## config.mk

```make
export PLATFORM = sky130hd
export DESIGN_NAME = dscp_priority_map_upper
export DESIGN_NICKNAME = d
export VERILOG_FILES = /design/src/hdl/dscp_map_pkg.sv /design/src/hdl/pri_map_mem.sv /design/src/hdl/dscp_priority_map_upper.sv
export SDC_FILE = /design/constraint.sdc
export NUM_CORES = 1
export LEC_CHECK = 0
export ABC_CLOCK_PERIOD_IN_PS = 4090
export BUFFER_PORTS_ARGS = -buffer_cell sky130_fd_sc_hd__buf_2
export CORE_MARGIN = 2
export CORE_UTILIZATION = 61
export CTS_CLUSTER_DIAMETER = 150
export DETAILED_ROUTE_END_ITERATION = 6
export GPL_TIMING_DRIVEN = 1
export PLACE_DENSITY = 0.87
export SYNTH_ARGS = -nofsm -noshare
export SYNTH_HDL_FRONTEND = slang
export SYNTH_HIERARCHICAL = 1
export SYNTH_SLANG_ARGS = --single-unit
```

## constraint.sdc

```tcl
create_clock -name clk -period 4.09 [get_ports clk]
set_input_delay 0.6135 -clock clk [delete_from_list [all_inputs] [get_ports clk]]
set_output_delay 0.6135 -clock clk [all_outputs]
set_load 0.01 [all_outputs]
```

## src/hdl/dscp_map_pkg.sv

```systemverilog
/*
  Constants and carrier types for the upper DSCP priority map.
  Assumes a 32-bit Avalon-MM slave with byte addresses and one clock.
*/
package dscp_map_pkg;
  localparam int MAP_ENTRIES = 12;
  localparam int MAP_IDX_W   = 4;
  localparam int PRI_W       = 3;
  localparam int ENTRY_W     = 2 * PRI_W;
  localparam int BUS_ADDR_W  = 12;

  // field positions inside one mapping byte
  localparam int PRI_ODD_LSB  = 4;
  localparam int PRI_EVEN_LSB = 0;
  localparam int RESV_HI_BIT  = 7;
  localparam int RESV_LO_BIT  = 3;
  localparam logic [7:0] MAP_RESET = 8'h00;

  // code points covered here
  localparam logic [5:0] CP_FIRST = 6'h26;
  localparam logic [5:0] CP_LAST  = 6'h3d;

  // register indices; byte address is four times the index
  localparam logic [9:0] OFS_MAP_26_27 = 10'h353;
  localparam logic [9:0] OFS_MAP_28_29 = 10'h354;
  localparam logic [9:0] OFS_MAP_2A_2B = 10'h355;
  localparam logic [9:0] OFS_MAP_2C_2D = 10'h350;
  localparam logic [9:0] OFS_MAP_2C_2D_SEQ = 10'h356;
  localparam logic [9:0] OFS_MAP_2E_2F = 10'h357;
  localparam logic [9:0] OFS_MAP_30_31 = 10'h358;
  localparam logic [9:0] OFS_MAP_32_33 = 10'h359;
  localparam logic [9:0] OFS_MAP_34_35 = 10'h35a;
  localparam logic [9:0] OFS_MAP_36_37 = 10'h35b;
  localparam logic [9:0] OFS_MAP_38_39 = 10'h35c;
  localparam logic [9:0] OFS_MAP_3A_3B = 10'h35d;
  localparam logic [9:0] OFS_MAP_3C_3D = 10'h35e;

  typedef struct packed {
    logic [PRI_W-1:0] odd_pri;
    logic [PRI_W-1:0] even_pri;
  } map_entry_s;

  typedef struct packed {
    logic       valid;
    logic [5:0] dscp;
  } lookup_req_s;

  typedef struct packed {
    logic             valid;
    logic             hit;
    logic [PRI_W-1:0] pri;
  } lookup_rsp_s;

  typedef struct packed {
    logic                 hit;
    logic [MAP_IDX_W-1:0] idx;
  } reg_decode_s;

  typedef enum logic [2:0] {
    BUS_IDLE   = 3'h1,
    BUS_FETCH  = 3'h2,
    BUS_ANSWER = 3'h4
  } bus_state_e;
endpackage

```

## src/hdl/pri_map_mem.sv

```systemverilog
/*
  Storage of the mapping entries with one write port and two
  registered read ports (software and frame lookup).
  Assumes the owner keeps indices in range and a synchronous reset.
*/
`timescale 1ns/100ps
module pri_map_mem
  import dscp_map_pkg::*;
#(
  parameter int ENTRIES = MAP_ENTRIES,
  parameter int IDX_W   = MAP_IDX_W
) (
  input  wire logic                       clk,
  input  wire logic                       reset_n,
  input  wire logic                       wr_en,
  input  wire logic [IDX_W-1:0]           wr_idx,
  input  wire map_entry_s                 wr_data,
  input  wire logic [IDX_W-1:0]           bus_idx,
  output map_entry_s                      bus_data,
  input  wire logic [IDX_W-1:0]           lu_idx,
  output map_entry_s                      lu_data,
  output logic [ENTRIES*ENTRY_W-1:0]      table_flat
);
  map_entry_s store [ENTRIES];

  for (genvar i = 0; i < ENTRIES; i++) begin : g_entry
    always_ff @(posedge clk) begin
      if (!reset_n) begin
        store[i] <= map_entry_s'(ENTRY_W'(MAP_RESET));
      end else if (wr_en && wr_idx == IDX_W'(i)) begin
        store[i] <= wr_data;
      end
    end
    assign table_flat[i*ENTRY_W +: ENTRY_W] = store[i];
  end

  // out-of-range reads give zero rather than an x
  always_ff @(posedge clk) begin
    if (!reset_n) begin
      bus_data <= '0;
    end else if (int'(bus_idx) < ENTRIES) begin
      bus_data <= store[bus_idx];
    end else begin
      bus_data <= '0;
    end
  end

  always_ff @(posedge clk) begin
    if (!reset_n) begin
      lu_data <= '0;
    end else if (int'(lu_idx) < ENTRIES) begin
      lu_data <= store[lu_idx];
    end else begin
      lu_data <= '0;
    end
  end
endmodule

```

## src/hdl/dscp_priority_map_upper.sv

```systemverilog
/*
  Upper DSCP to priority map: twelve byte registers on Avalon-MM,
  each holding the priorities of one even/odd code point pair, plus
  a pipelined lookup port for the frame classifier.
  Assumes a 100 MHz clock, a synchronous active-low reset, a master
  that holds its request until waitrequest is sampled low, and a
  classifier that presents at most one code point per cycle.
*/
`timescale 1ns/100ps
module dscp_priority_map_upper
  import dscp_map_pkg::*;
#(
  parameter int ADDR_W = BUS_ADDR_W
) (
  input  wire logic              clk,
  input  wire logic              reset_n,
  input  wire logic [ADDR_W-1:0] address,
  input  wire logic              read,
  input  wire logic              write,
  input  wire logic [31:0]       writedata,
  input  wire logic [3:0]        byteenable,
  output logic [31:0]            readdata,
  output logic                   waitrequest,
  input  wire lookup_req_s       lookup_req,
  output lookup_rsp_s            lookup_rsp
);
  bus_state_e                        state_reg;
  bus_state_e                        state_next;
  reg_decode_s                       dec;
  logic [MAP_IDX_W-1:0]              dec_idx;
  logic                              wr_commit;
  map_entry_s                        wr_entry;
  map_entry_s                        bus_entry;
  map_entry_s                        lu_entry;
  map_entry_s                        sel_entry;
  logic [MAP_ENTRIES*ENTRY_W-1:0]    table_flat;
  logic                              lu_hit;
  logic [MAP_IDX_W-1:0]              lu_idx;
  logic [5:0]                        lu_pair;
  logic                              s1_valid_reg;
  logic                              s1_hit_reg;
  logic                              s1_odd_reg;

  // register index to entry; misaligned or unknown addresses miss
  function automatic reg_decode_s decode(input logic [ADDR_W-1:0] a);
    reg_decode_s d;
    d = '0;
    if (a[1:0] == 2'b00) begin
      d.hit = 1'b1;
      case (a[11:2])
        OFS_MAP_26_27:     d.idx = 4'h0;
        OFS_MAP_28_29:     d.idx = 4'h1;
        OFS_MAP_2A_2B:     d.idx = 4'h2;
        OFS_MAP_2C_2D:     d.idx = 4'h3;
        OFS_MAP_2C_2D_SEQ: d.idx = 4'h3;
        OFS_MAP_2E_2F:     d.idx = 4'h4;
        OFS_MAP_30_31:     d.idx = 4'h5;
        OFS_MAP_32_33:     d.idx = 4'h6;
        OFS_MAP_34_35:     d.idx = 4'h7;
        OFS_MAP_36_37:     d.idx = 4'h8;
        OFS_MAP_38_39:     d.idx = 4'h9;
        OFS_MAP_3A_3B:     d.idx = 4'ha;
        OFS_MAP_3C_3D:     d.idx = 4'hb;
        default:           d.hit = 1'b0;
      endcase
    end
    return d;
  endfunction

  // reserved positions are never filled, so they read zero
  function automatic logic [7:0] pack_entry(input map_entry_s e);
    logic [7:0] b;
    b = MAP_RESET;
    b[PRI_ODD_LSB +: PRI_W]  = e.odd_pri;
    b[PRI_EVEN_LSB +: PRI_W] = e.even_pri;
    return b;
  endfunction

  always_comb begin
    dec       = decode(address);
    dec_idx   = dec.idx;
    sel_entry = map_entry_s'(table_flat[dec_idx*ENTRY_W +: ENTRY_W]);
  end

  // three-step handshake: take, fetch, answer with waitrequest low
  always_comb begin
    case (state_reg)
      BUS_IDLE: begin
        state_next = (read || write) ? BUS_FETCH : BUS_IDLE;
      end
      BUS_FETCH:  state_next = BUS_ANSWER;
      BUS_ANSWER: state_next = BUS_IDLE;
      default:    state_next = BUS_IDLE;
    endcase
  end

  always_ff @(posedge clk) begin
    if (!reset_n) begin
      state_reg <= BUS_IDLE;
    end else begin
      state_reg <= state_next;
    end
  end

  always_ff @(posedge clk) begin
    if (!reset_n) begin
      waitrequest <= 1'b1;
    end else begin
      waitrequest <= (state_reg != BUS_FETCH);
    end
  end

  // unmapped reads answer zero, writes to them are dropped
  always_ff @(posedge clk) begin
    if (!reset_n) begin
      readdata <= '0;
    end else if (state_reg == BUS_FETCH) begin
      readdata <= '0;
      if (dec.hit) begin
        readdata[7:0] <= pack_entry(bus_entry);
      end
    end
  end

  // write lands at the edge where the master sees waitrequest low;
  // bits 7 and 3 of writedata are simply not stored
  always_comb begin
    wr_commit = (state_reg == BUS_ANSWER) && write && dec.hit &&
                byteenable[0];
    wr_entry.odd_pri  = writedata[PRI_ODD_LSB +: PRI_W];
    wr_entry.even_pri = writedata[PRI_EVEN_LSB +: PRI_W];
  end

  // lookup: entry from code/2 less the first pair, field from parity
  always_comb begin
    lu_hit  = (lookup_req.dscp >= CP_FIRST) &&
              (lookup_req.dscp <= CP_LAST);
    lu_pair = {1'b0, lookup_req.dscp[5:1]} - {1'b0, CP_FIRST[5:1]};
    lu_idx  = lu_hit ? lu_pair[MAP_IDX_W-1:0] : '0;
  end

  pri_map_mem #(
    .ENTRIES (MAP_ENTRIES),
    .IDX_W   (MAP_IDX_W)
  ) u_mem (
    .clk        (clk),
    .reset_n    (reset_n),
    .wr_en      (wr_commit),
    .wr_idx     (dec_idx),
    .wr_data    (wr_entry),
    .bus_idx    (dec_idx),
    .bus_data   (bus_entry),
    .lu_idx     (lu_idx),
    .lu_data    (lu_entry),
    .table_flat (table_flat)
  );

  always_ff @(posedge clk) begin
    if (!reset_n) begin
      s1_valid_reg <= 1'b0;
      s1_hit_reg   <= 1'b0;
      s1_odd_reg   <= 1'b0;
    end else begin
      s1_valid_reg <= lookup_req.valid;
      s1_hit_reg   <= lookup_req.valid && lu_hit;
      s1_odd_reg   <= lookup_req.dscp[0];
    end
  end

  // codes outside this table (below 0x26 or above 0x3d) report a miss with priority zero
  always_ff @(posedge clk) begin
    if (!reset_n) begin
      lookup_rsp <= '0;
    end else begin
      lookup_rsp.valid <= s1_valid_reg;
      lookup_rsp.hit   <= s1_hit_reg;
      if (s1_hit_reg) begin
        lookup_rsp.pri <= s1_odd_reg ? lu_entry.odd_pri
                                     : lu_entry.even_pri;
      end else begin
        lookup_rsp.pri <= '0;
      end
    end
  end

  a_reserved_zero: assert property (
    @(posedge clk) disable iff (!reset_n)
    !waitrequest |-> readdata[31:8] == '0 &&
                     !readdata[RESV_HI_BIT] && !readdata[RESV_LO_BIT])
    else $error("reserved read bits not zero");

  a_wait_timing: assert property (
    @(posedge clk) disable iff (!reset_n)
    (state_reg == BUS_IDLE && (read || write)) |->
      waitrequest ##1 waitrequest ##1 !waitrequest ##1 waitrequest)
    else $error("waitrequest not low on third cycle");

  a_read_map: assert property (
    @(posedge clk) disable iff (!reset_n)
    (!waitrequest && read && dec.hit) |->
      readdata[7:0] == pack_entry(sel_entry))
    else $error("read data differ from addressed entry");

  a_alias_map: assert property (
    @(posedge clk) disable iff (!reset_n)
    (!waitrequest && read && address == {OFS_MAP_2C_2D, 2'b00}) |->
      readdata[7:0] == pack_entry(map_entry_s'(
        table_flat[3*ENTRY_W +: ENTRY_W])))
    else $error("0x2c/0x2d entry not at its index");

  a_unmapped_zero: assert property (
    @(posedge clk) disable iff (!reset_n)
    (!waitrequest && read && !dec.hit) |-> readdata == '0)
    else $error("unmapped read not zero");

  a_write_odd: assert property (
    @(posedge clk) disable iff (!reset_n)
    (!waitrequest && write && dec.hit && byteenable[0]) |=>
      table_flat[$past(dec_idx)*ENTRY_W + PRI_W +: PRI_W] ==
        $past(writedata[6:4]))
    else $error("odd field not stored from bits 6:4");

  a_write_even: assert property (
    @(posedge clk) disable iff (!reset_n)
    (!waitrequest && write && dec.hit && byteenable[0]) |=>
      table_flat[$past(dec_idx)*ENTRY_W +: PRI_W] ==
        $past(writedata[2:0]))
    else $error("even field not stored from bits 2:0");

  a_reset_clear: assert property (
    @(posedge clk) disable iff (!reset_n)
    $past(!reset_n) |-> table_flat == '0 && waitrequest &&
                        !lookup_rsp.valid)
    else $error("table or outputs not cleared by reset");

  a_lookup_pri: assert property (
    @(posedge clk) disable iff (!reset_n)
    (lookup_req.valid && lu_hit) |-> ##2 lookup_rsp.valid &&
      lookup_rsp.hit && lookup_rsp.pri == ($past(lookup_req.dscp[0], 2)
        ? $past(lu_entry.odd_pri) : $past(lu_entry.even_pri)))
    else $error("lookup priority not the selected field");

  a_lookup_miss: assert property (
    @(posedge clk) disable iff (!reset_n)
    (lookup_req.valid && !lu_hit) |-> ##2 lookup_rsp.valid &&
      !lookup_rsp.hit && lookup_rsp.pri == '0)
    else $error("miss lookup not reported as miss");

  // each index against a fixed entry, so a decoder slip cannot hide
  a_map_26_27: assert property (
    @(posedge clk) disable iff (!reset_n)
    (!waitrequest && read && address == {OFS_MAP_26_27, 2'b00}) |->
      readdata[7:0] == pack_entry(map_entry_s'(
        table_flat[0*ENTRY_W +: ENTRY_W])))
    else $error("index 0x353 not served by entry 0");

  a_map_28_29: assert property (
    @(posedge clk) disable iff (!reset_n)
    (!waitrequest && read && address == {OFS_MAP_28_29, 2'b00}) |->
      readdata[7:0] == pack_entry(map_entry_s'(
        table_flat[1*ENTRY_W +: ENTRY_W])))
    else $error("index 0x354 not served by entry 1");

  a_map_2a_2b: assert property (
    @(posedge clk) disable iff (!reset_n)
    (!waitrequest && read && address == {OFS_MAP_2A_2B, 2'b00}) |->
      readdata[7:0] == pack_entry(map_entry_s'(
        table_flat[2*ENTRY_W +: ENTRY_W])))
    else $error("index 0x355 not served by entry 2");

  a_seq_2c_2d: assert property (
    @(posedge clk) disable iff (!reset_n)
    (!waitrequest && read && address == {OFS_MAP_2C_2D_SEQ, 2'b00}) |->
      readdata[7:0] == pack_entry(map_entry_s'(
        table_flat[3*ENTRY_W +: ENTRY_W])))
    else $error("index 0x356 not served by entry 3");

  a_map_2e_2f: assert property (
    @(posedge clk) disable iff (!reset_n)
    (!waitrequest && read && address == {OFS_MAP_2E_2F, 2'b00}) |->
      readdata[7:0] == pack_entry(map_entry_s'(
        table_flat[4*ENTRY_W +: ENTRY_W])))
    else $error("index 0x357 not served by entry 4");

  a_map_30_31: assert property (
    @(posedge clk) disable iff (!reset_n)
    (!waitrequest && read && address == {OFS_MAP_30_31, 2'b00}) |->
      readdata[7:0] == pack_entry(map_entry_s'(
        table_flat[5*ENTRY_W +: ENTRY_W])))
    else $error("index 0x358 not served by entry 5");

  a_map_32_33: assert property (
    @(posedge clk) disable iff (!reset_n)
    (!waitrequest && read && address == {OFS_MAP_32_33, 2'b00}) |->
      readdata[7:0] == pack_entry(map_entry_s'(
        table_flat[6*ENTRY_W +: ENTRY_W])))
    else $error("index 0x359 not served by entry 6");

  a_map_34_35: assert property (
    @(posedge clk) disable iff (!reset_n)
    (!waitrequest && read && address == {OFS_MAP_34_35, 2'b00}) |->
      readdata[7:0] == pack_entry(map_entry_s'(
        table_flat[7*ENTRY_W +: ENTRY_W])))
    else $error("index 0x35a not served by entry 7");

  a_map_36_37: assert property (
    @(posedge clk) disable iff (!reset_n)
    (!waitrequest && read && address == {OFS_MAP_36_37, 2'b00}) |->
      readdata[7:0] == pack_entry(map_entry_s'(
        table_flat[8*ENTRY_W +: ENTRY_W])))
    else $error("index 0x35b not served by entry 8");

  a_map_38_39: assert property (
    @(posedge clk) disable iff (!reset_n)
    (!waitrequest && read && address == {OFS_MAP_38_39, 2'b00}) |->
      readdata[7:0] == pack_entry(map_entry_s'(
        table_flat[9*ENTRY_W +: ENTRY_W])))
    else $error("index 0x35c not served by entry 9");

  a_map_3a_3b: assert property (
    @(posedge clk) disable iff (!reset_n)
    (!waitrequest && read && address == {OFS_MAP_3A_3B, 2'b00}) |->
      readdata[7:0] == pack_entry(map_entry_s'(
        table_flat[10*ENTRY_W +: ENTRY_W])))
    else $error("index 0x35d not served by entry 10");

  a_map_3c_3d: assert property (
    @(posedge clk) disable iff (!reset_n)
    (!waitrequest && read && address == {OFS_MAP_3C_3D, 2'b00}) |->
      readdata[7:0] == pack_entry(map_entry_s'(
        table_flat[11*ENTRY_W +: ENTRY_W])))
    else $error("index 0x35e not served by entry 11");

  a_lane0_drop: assert property (
    @(posedge clk) disable iff (!reset_n)
    (!waitrequest && write && !byteenable[0]) |=> $stable(table_flat))
    else $error("write without lane 0 changed the table");

  a_miss_drop: assert property (
    @(posedge clk) disable iff (!reset_n)
    (!waitrequest && write && !dec.hit) |=> $stable(table_flat))
    else $error("write to unmapped index changed the table");
endmodule

```

# [Yosys cells after proc, flatten, opt, wreduce, memory -nomap -nowiden]
# Memories as Yosys holds them, arrays and structs flattened. A register that Yosys moved wholly into a read port is not among the register bits.
# Index checks and enable logic that the tools add are counted.
# W data, S select, Z words.
[totals] ff_bits=20 ram_bits=72 input_bits=59 output_inout_bits=38 elab_cells=139 memories=1
[op_classes] n_addsub=1 magnitude_cmp=4 n_eq_ne=28 n_mux=57 bitwise=12 reduce_logical=27
[memory_table] name="u_mem.store" words=12 width=6 rd=2 rd_ports_with_merged_regs=2 wr=12 line="pri_map_mem.sv:24" text="map_entry_s store [ENTRIES];"
[op_table] op="$eq A10 B10 Y1 const B" count=13
[op_table] op="$mux W6" count=12
[op_table] op="$pmux W4 S11" count=1
[op_table] op="$mux W1" count=38
[op_table] op="$logic_and A1 B1 Y1" count=17
[op_table] op="$eq A4 B3 Y1 const B" count=4
[op_table] op="$eq A4 B4 Y1 const B" count=4
[op_table] op="$reduce_or A13 Y1" count=1
[op_table] op="$or A1 B1 Y1" count=12
[op_table] op="$eq A4 B2 Y1 const B" count=2
[op_table] op="$lt A4 B4 Y1 const B" count=2
[op_table] op="$mux W7" count=1
[op_table] op="$ge A6 B6 Y1 const B" count=1
[op_table] op="$le A6 B6 Y1 const B" count=1
[op_table] op="$pmux W3 S2" count=1
[op_table] op="$reduce_and A2 Y1" count=3
[op_table] op="$mux W5" count=1
[op_table] op="$eq A4 B1 Y1 const B" count=1
[op_table] op="$logic_not A4 Y1" count=1
[op_table] op="$mux W4" count=1
[op_table] op="$sub A4 B2 Y4 const B" count=1
[op_table] op="$eq A3 B1 Y1 const B" count=1
[op_table] op="$eq A3 B2 Y1 const B" count=1
[op_table] op="$eq A3 B3 Y1 const B" count=1
[op_table] op="7 further kinds" count=8

# [Longest topological paths before layout]
# Gate-level depths: netlist (run 1).
[depth] depth_word=11 depth_mapped=8

# [Hierarchy]
# The synthesis (run 1) kept the hierarchy.
[by_module_without_submodules] mod="pri_map_mem" instances=1 cells_per_inst=349 area_per_inst_um2=4750.8
[by_module_without_submodules] mod="dscp_priority_map_upper" instances=1 cells_per_inst=122 area_per_inst_um2=1048.5

# [Worst setup path after synthesis (run 1)]
# OpenSTA, ideal clock, no wires.
[synth_path] kind="input to register" from="input address[9]" to="memory u_mem/store[7][0] in the netlist's numbering (enable)" setup_time_ns=0.377 arrival_ns=2.321 required_ns=3.713 setup_slack_ns=1.392 cell_stages=6 n_path_buf=1 cell_sequence="and4bb_2 > nand4_1 > a211oi_1 > clkbuf_1 > nand3_1 > o21ai_0"
[synth_rtl] item="start: declaration" line="dscp_priority_map_upper.sv:17" text="input wire logic [ADDR_W-1:0] address,"
[synth_rtl] item="end: declaration" line="pri_map_mem.sv:24"

==> results.cfg, run 1 <==
[run_status]
status = finished, final reports clean

[clock_tree]
clockRootBuffer = clkbuf_8
insertion_delay_ns = 0.37
cts_hold_buf = 0
cts_made_buffers = 9
clkTransAtPathRegs_ns = 0.10
post-cts-setup-buffers = 0
h-tree-depth = 3
clock-sinks = 102
tritoncts = yes
cts_resized = 0
cts_buffer_depth = 2

[floorplanning]
num_io_pins = 97
std_cell_rows = 35
die_x_um = 102
core_sq_um = 9240
fp.dieH_um = 102
dieArea_sq_um = 10300
initial_core_util = 0.628

[cells_and_area]
nNetsFinal = 569
n_fill_cell = 663
largest_register = u_mem/store
fin_cells = 643
syn_to_final_growth_pct = 7.77
drive_gt1_frac = 0.292
post-route-util = 0.676
largest_reg_flops = 72
n_antenna_cell = 0

[logic_synthesis]
synth_most_common_cell = and2_1
ys.flop_type = edfxtp_1
netlist_top_cells_count = and2_1, edfxtp_1, mux2_2
synth-seq-cells = 102
synth_cell_types = 46
seq_area_frac_synth = 0.476
syn_area_sq_um = 5800
synth-async-reset-ratio = 0
synth-edff-count = 72
synth_top_area_frac = 0.373
syn_inst = 471
synth_top_cell_by_area = edfxtp_1
synth_warnings = 6
synth.area.top_cells = edfxtp_1, dfxtp_1, mux2_2
avgSynthCellArea_sq_um = 12.3

[placement]
numPortBuffers = 41
place_congestion = 0.934
place_inst = 627
hpwl_mm = 9.35

[critical_path]
startpoint_type = input port
slowest_stage = o21ai_0
crit_chain = buf_2, and4bb_2, nand4_1, a211oi_4, buf_4, nand3b_1, o21ai_0
max_stage_delay_ns = 0.64
reg2reg_slack_ns = 1.97
cp.required_ns = 4.10
crit_arrival_ns = 2.73
crit_path_end = u_mem/store[9][5]
cp-end-kind = register
r2r_end = u_mem/store[8][5]
r2r-start = state_reg[0]
setup.worst_path.class = input port to register
crit_start = address[7]
cp_max_fo = 15
rr_worst_depth = 7

[sta]
final.period_utilization = 0.664
post-route-min-period_ns = 2.71
final.setup.tns_ns = 0
fmax_mhz = 368
finalSetupViolCount = 0
finalMaxSlewViolations = 0
worst_slew_pin_slew_ns = 1.29
hold_viol = 0
rsz0062_at_grt = false
fin_skew_ns = 0.0118
slew_headroom = 0.126

[drt]
ant_nets = 0
drc = 0
avgViaCountPerCell = 6.25
first_iter_violations = 265
routed_wl_mm = 13.1
drtPass1Iterations = 5
vias = 4021
wl_per_cell_um = 20.4

[worst_hold_path]
hp-class = register to register

[grt]
grt_max_degree = 40
track_usage = 0.268
grt_pass1_wl_mm = 20.3
grtUsageMet1 = 0.341
use_met3 = 0.0421
grtUsageMet2 = 0.443
antenna_found_initial = 0
grt_pass1_vias = 3877
busiest_layer = met2
grt_overflow = 0

[power]
ir_drop_v = 0.000254
power.total_mw = 2.03
leakage_nw = 2.30
power.density_nw_per_um2 = 325

[job]
max_cap_viol_count = 0
==> layer usage <==
layer,vias to the layer above,routed length [um],share of wire
li1,1817,-,-
met1,1942,5180,0.39
met2,227,6380,0.49
met3,35,1060,0.081
met4,0,495,0.038
met5,-,0,0
==> stage by stage <==
step | hold WS (ns) | setup slack, ns | area [sq um]
2_1_floorplan | 0.412 | 1.39 | 5890
6_report | 0.453 | 1.38 | 6250
5_1_grt | 0.458 | 1.17 | 6250
3_3_place_gp | 0.417 | 1.05 | 6040
3_5_place_dp | 0.440 | 0.984 | 6040
4_1_cts | 0.449 | 1.39 | 6250
==> critical path: cells and delay by family <==
family / cells / cell delay (ns)
buffers and inverters: 2 / 0.39
AOI/OAI and AO/OA: 2 / 0.99
and+or+nand+nor: 3 / 0.73
==> worst min path at each step <==
stage,from,end,cells past startpoint
2_1_floorplan,s1_valid_reg,lookup_rsp[4],1
3_3_place_gp,s1_valid_reg,lookup_rsp[4],1
3_5_place_dp,s1_valid_reg,lookup_rsp[4],1
4_1_cts,lookup_req[0],s1_odd_reg,2
5_1_grt,lookup_req[0],s1_odd_reg,2
6_report,u_mem/bus_data[5],readdata[6],2
==> placed cells by master (no fill, tap or decap), types with 4 or more instances in the layout <==
cell       n
a211oi_1  22
nand2b_1   6
mux2_2    48
o221ai_1  12
buf_4     19
nand3_1    8
nor2_1    20
dfxtp_1   30
nand4b_1   4
edfxtp_1  72
mux4_2    16
o21ai_1    6
inv_1      4
clkbuf_8   9
nor3_1     4
o21ai_0   12
a22oi_1   12
conb_1    26
mux4_1     8
and2_1    75
buf_2     41
nand2_1    9
nand4_1   10
==> cell type report <==
class                      instances  area (sq um)  share of cell area
clock buffer                       9           124              0.0198
clock inverter                     7          82.6              0.0132
inverter                           4          15.0             0.00240
tap                              129           161              0.0258
sequential                       102          2760               0.442
multi-input combinational        332          2760               0.441
timing repair buffer              60           348              0.0557
==> power breakdown <==
part | internal [mW] | total [mW] | switching (mW)
clock network | 0.292 | 0.650 | 0.358
registers | 1.14 | 1.16 | 0.0232
logic | 0.0938 | 0.217 | 0.123
==> cell families after synthesis <==
kind of cell               count (synthesis)  share of synthesized area
other                                      1                   0.000647
DFF                                      102                      0.476
buffers and inverters                     62                     0.0697
xor gates and xnor gates                   4                    0.00604
and+or+nand+nor                          154                      0.159
adders and majority gates                  1                    0.00216
AOI/OAI and AO/OA                         72                     0.0895
muxes                                     75                      0.197
Power figures use the tool's default switching activity.
==> run 2: changes to the inputs <==
- ABC_AREA: default -> 1
- ABC_CLOCK_PERIOD_IN_PS: 4090 -> 2400
- CORE_UTILIZATION: 61 -> 51
- PLACE_DENSITY: 0.87 -> 0.77
- clock period: 4.09 -> 2.4 ns (I/O delays scaled with it)
==> run 2 against run 1 <==
  * Count of clock-buffer cells in the layout stayed put
  * Worst hold slack worse by 0.29 ns
  * Global-route usage fell by 0.94 points
  * Power rose by 69%
  * Critical path type unchanged
==> results.cfg, run 2 <==
[logic_synthesis]
seq_area_frac_synth = 0.490
synth_most_common_cell = nand2_1
syn_inst = 727
netlist_top_cells_count = nand2_1, nor2_1, nand3_1
synth_mux_area_frac = 0
synth_top_cell_by_area = edfxtp_1
synth-async-reset-ratio = 0
syn_area_sq_um = 5640
ys.flop_type = edfxtp_1
synth-xor-area-share = 0.00155
synth_compound_area_frac = 0.0652
synth.area.top_cells = edfxtp_1, nand2_1, dfxtp_1
synth_top_area_frac = 0.383
synth_top_family_by_area = simple AND/OR/NAND/NOR gates
synth-edff-count = 72
synthSimpleGateAreaFrac = 0.335
synthAdderAreaFrac = 0.00222
synth_cell_types = 33
synth-seq-cells = 102
avgSynthCellArea_sq_um = 7.76
synth_warnings = 6

[grt]
grt_pass1_vias = 4537
track_usage = 0.259
antenna_found_initial = 0
grt_overflow = 0
grt_pass1_wl_mm = 22.8
grt_max_degree = 49

[placement]
place_area_sq_um = 6020
hpwl_mm = 10.7
place_inst = 905
numPortBuffers = 41
place_congestion = 0.859

[floorplanning]
num_io_pins = 97
core_sq_um = 10800
initial_core_util = 0.521
die_x_um = 109
std_cell_rows = 38
dieArea_sq_um = 11900
fp.dieH_um = 109

[critical_path]
crit_arrival_ns = 2.17
cp.required_ns = 2.47
max_stage_delay_ns = 0.41
startpoint_type = input port
crit_top_cell = nand2_1
crit_chain = buf_2, nand2_2, inv_2, nand2_1, nor2_1, nand2_1, buf_4, a31oi_2, nand2_1, inv_1, nand2_1, nand2_1
cp-end-kind = register
setup.worst_path.class = input port to register
cp_max_fo = 7
slowest_stage = a31oi_2

[clock_tree]
clockRootBuffer = clkbuf_8
clkTransAtPathRegs_ns = 0.11
insertion_delay_ns = 0.38
cts_hold_buf = 0
post-cts-setup-buffers = 0
clock-sinks = 102
cts_made_buffers = 9
cts_resized = 0
cts_buffer_depth = 2
h-tree-depth = 3
tritoncts = yes

[power]
power.switching_mw = 0.952
ir_drop_v = 0.000259
swShare = 0.279
p_seq_frac = 0.580
pwr-share-clk = 0.305
leakage_nw = 2.81
power.density_nw_per_um2 = 551
intPower_mw = 2.47
combPwrFrac = 0.115

[cells_and_area]
fin_cells = 921
fin_area_sq_um = 6210
largest_reg_flops = 72
nNetsFinal = 836
largest_register = u_mem/store
syn_to_final_growth_pct = 10.0
n_antenna_cell = 0
drive_gt1_frac = 0.150
layout_commonest_cell = nand2_1
final_cell_mix = nand2_1, nor2_1, nand3_1, edfxtp_1, inv_1

[sta]
rsz0062_at_grt = false
slew_headroom = 0.574
final.setup.tns_ns = 0
holdWs_ns = 0.162
hold_viol = 0
fin_skew_ns = 0.0159
post-route-min-period_ns = 2.10
finalSetupViolCount = 0
finalMaxSlewViolations = 0
final.period_utilization = 0.876
fmax_mhz = 475
worst_slew_pin_slew_ns = 0.638

[worst_hold_path]
hp-class = input port to register

[drt]
routed_wl_mm = 14.7
vias = 4948
ant_nets = 0
first_iter_violations = 495
avgViaCountPerCell = 5.37
drtPass1Iterations = 6
drc = 0
wl_per_cell_um = 15.9

[run_status]
status = finished, final reports clean

[job]
max_cap_viol_count = 0
[run 2: stage by stage]
| step | setup WS (ns) | power [mW] | util |
|---|---|---|---|
| after CTS | 0.314 | 3.44 | 0.573 |
| after global placement | -0.0260 | 2.40 | 0.556 |
| after floorplan | 0.140 | 2.30 | - |
| after detailed placement | -0.0863 | 2.41 | 0.556 |
| final | 0.297 | 3.42 | 0.573 |
| after global routing | 0.0462 | 3.56 | 0.573 |
[run 2: final cells by class]
cell class | instances | area, sq um
clock buffer | 9 | 124
clock inverter | 7 | 61.3
fill | 1008 | 4630
inverter | 58 | 218
multi-input combinational | 531 | 2400
sequential | 102 | 2760
tap | 140 | 175
timing repair buffer | 74 | 465
[run 2: cell families (layout without fill, tap and decap cells)]
family / count (synthesis) / count (layout)
AO/OA/AOI/OAI: 60 / 60
XOR/XNOR: 1 / 1
adder cells (fa/ha/maj): 1 / 1
buffers and inverters: 119 / 148
flip-flops: 102 / 102
other: 1 / 26
AND/OR/NAND/NOR: 443 / 443
[run 2: layer usage]
layer  GRT usage  routed length (um)  vias to the layer above
li1            -                   -                     2418
met1       0.323                5810                     2247
met2       0.438                6970                      242
met3      0.0472                1350                       41
met4       0.116                 530                        0
met5           0                   0                        -
[run 2: worst paths after layout]
kind                               startpoint           endpoint  slack (ns)  cells past startpoint
worst min-delay path            lookup_req[0]         s1_odd_reg        0.16                      3
worst min register to register   s1_valid_reg      lookup_rsp[4]        0.42                      2
worst max-delay path               address[8]  u_mem/store[3][4]        0.30                     12
worst max register to register   state_reg[0]  u_mem/store[2][4]        0.54                      7
[run 2: critical path: cells and delay by family]
kind,cells,cell delay (ns)
AND/OR/NAND/NOR,7,0.86
buffers and inverters,4,0.53
AO/OA/AOI/OAI,1,0.41
[run 2: power by group through the flow]
stage | combinational [mW] | clock (mW) | sequential [mW]
finish | 0.395 | 1.04 | 1.98
global route | 0.440 | 1.13 | 1.99
CTS | 0.389 | 1.06 | 1.98
detailed placement | 0.387 | 0 | 2.02
global placement | 0.379 | 0 | 2.02
floorplan | 0.286 | 0 | 2.02
==> run 3: changes to the inputs <==
- CORE_UTILIZATION: 51 -> 53
- CTS_BUF_LIST: default -> sky130_fd_sc_hd__clkbuf_2 sky130_fd_sc_hd__clkbuf_4 sky130_fd_sc_hd__clkbuf_8
- PLACE_DENSITY: 0.77 -> 0.8
==> run 3 against run 2 <==
  * Clock skew shrank 0.0030 ns
  * Sequential share of layout area down 0.57 points
  * Largest power group unchanged
  * Via count rose by 2.6%
  * Die area down 3.6%
  * Critical endpoint is now u_mem/store[11][5]
  * Clock power increased by 21%
==> results.cfg, run 3 (synthesized netlist as in run 2, its figures left out) <==
[grt]
grt_pass1_vias = 4799
grt_pass1_wl_mm = 23.3
grt_overflow = 0
track_usage = 0.265
antenna_found_initial = 0
grt_max_degree = 49

[clock_tree]
post-cts-setup-buffers = 0
cts_made_buffers = 9
insertion_delay_ns = 0.38
clockRootBuffer = clkbuf_8
cts_hold_buf = 0
tritoncts = yes
cts_resized = 0
cts_buffer_depth = 2
clock-sinks = 102
h-tree-depth = 3
clkTransAtPathRegs_ns = 0.11

[drt]
avgViaCountPerCell = 5.53
vias = 5075
wl_per_cell_um = 15.9
routed_wl_mm = 14.6
first_iter_violations = 679
drc = 0
drtPass1Iterations = 6
ant_nets = 0

[floorplanning]
num_io_pins = 97
core_sq_um = 10300
initial_core_util = 0.547
std_cell_rows = 37
dieArea_sq_um = 11500
die_x_um = 107
fp.dieH_um = 107

[sta]
holdWs_ns = 0.150
finalSetupViolCount = 0
worst_slew_pin_slew_ns = 0.862
post-route-min-period_ns = 2.05
finalMaxSlewViolations = 0
hold_viol = 0
final.period_utilization = 0.854
rsz0062_at_grt = false
fmax_mhz = 488
fin_skew_ns = 0.0129
slew_headroom = 0.425
final.setup.tns_ns = 0

[job]
max_cap_viol_count = 0

[worst_hold_path]
hp-class = input port to register

[critical_path]
startpoint_type = input port
cp.required_ns = 2.62
cp-end-kind = register
cp_max_fo = 8
setup.worst_path.class = input port to register
crit_arrival_ns = 2.27

[cells_and_area]
final_cell_mix = nand2_1, nor2_1, nand3_1, edfxtp_1, inv_1
layout_commonest_cell = nand2_1
fin_area_sq_um = 6290
drive_gt1_frac = 0.151
multiInputGateArea_sq_um = 2400
ff_latch_area_sq_um = 2760
n_fill_cell = 890
n_antenna_cell = 0
largest_register = u_mem/store
largest_reg_flops = 72
nNetsFinal = 837
syn_to_final_growth_pct = 11.5

[placement]
place_area_sq_um = 6050
hpwl_mm = 10.5
place_congestion = 0.939
numPortBuffers = 41

[run_status]
status = finished, final reports clean

[power]
power.density_nw_per_um2 = 578
ir_drop_v = 0.000379
leakage_nw = 2.84
[run 3: power breakdown]
| part | leakage, nW | total (mW) | switching [mW] | internal (mW) |
|---|---|---|---|---|
| clock | 0.119 | 1.26 | 0.649 | 0.612 |
| sequential | 0.990 | 1.98 | 0.0365 | 1.95 |
| combinational | 1.73 | 0.388 | 0.271 | 0.117 |
| total | 2.84 | 3.63 | 0.956 | 2.68 |
[run 3: worst max-delay path, stage by stage]
cell     delay (ns)
buf_2          0.10
inv_1          0.12
nand2_2        0.10
nor2_2         0.13
nand3_2        0.15
nand3_2        0.09
nor2_2         0.05
nand2_4        0.05
nand2_1        0.05
nor2_1         0.13
inv_1          0.12
nor3_4         0.33
nand3_1        0.27
nor2_1         0.20
[run 3: final cells by class]
cell class                 count  share of cell area
clock buffer                   9              0.0197
clock inverter                 7              0.0181
inverter                      58              0.0346
multi-input combinational    531               0.382
sequential                   102               0.439
tap                          136              0.0271
timing repair buffer          75              0.0792
[run 3: worst paths after layout]
kind	cells after the start	startpoint	endpoint	slack, ns
worst max-delay path	14	address[3]	u_mem/store[11][5]	0.35
worst min-delay path	3	lookup_req[0]	s1_odd_reg	0.15
worst max register to register	7	state_reg[0]	u_mem/store[11][5]	0.62
worst min register to register	2	s1_valid_reg	lookup_rsp[4]	0.43
[run 3: metrics by stage]
| stage | util | instances | total power, mW | setup slack (ns) |
|---|---|---|---|---|
| after floorplan | - | 752 | 2.30 | 0.140 |
| after global placement | 0.586 | 902 | 2.39 | 0.0810 |
| after detailed placement | 0.586 | 902 | 2.40 | -0.00324 |
| after CTS | 0.609 | 918 | 3.63 | 0.396 |
| after global routing | 0.609 | 918 | 3.77 | 0.135 |
| final | 0.609 | 918 | 3.63 | 0.351 |
[run 3: routing by layer]
layer	up-vias	GRT usage	wire, um
met4	0	0.138	596
met2	313	0.414	6520
li1	2418	-	-
met5	-	0	0
met1	2291	0.337	5970
met3	53	0.0723	1490
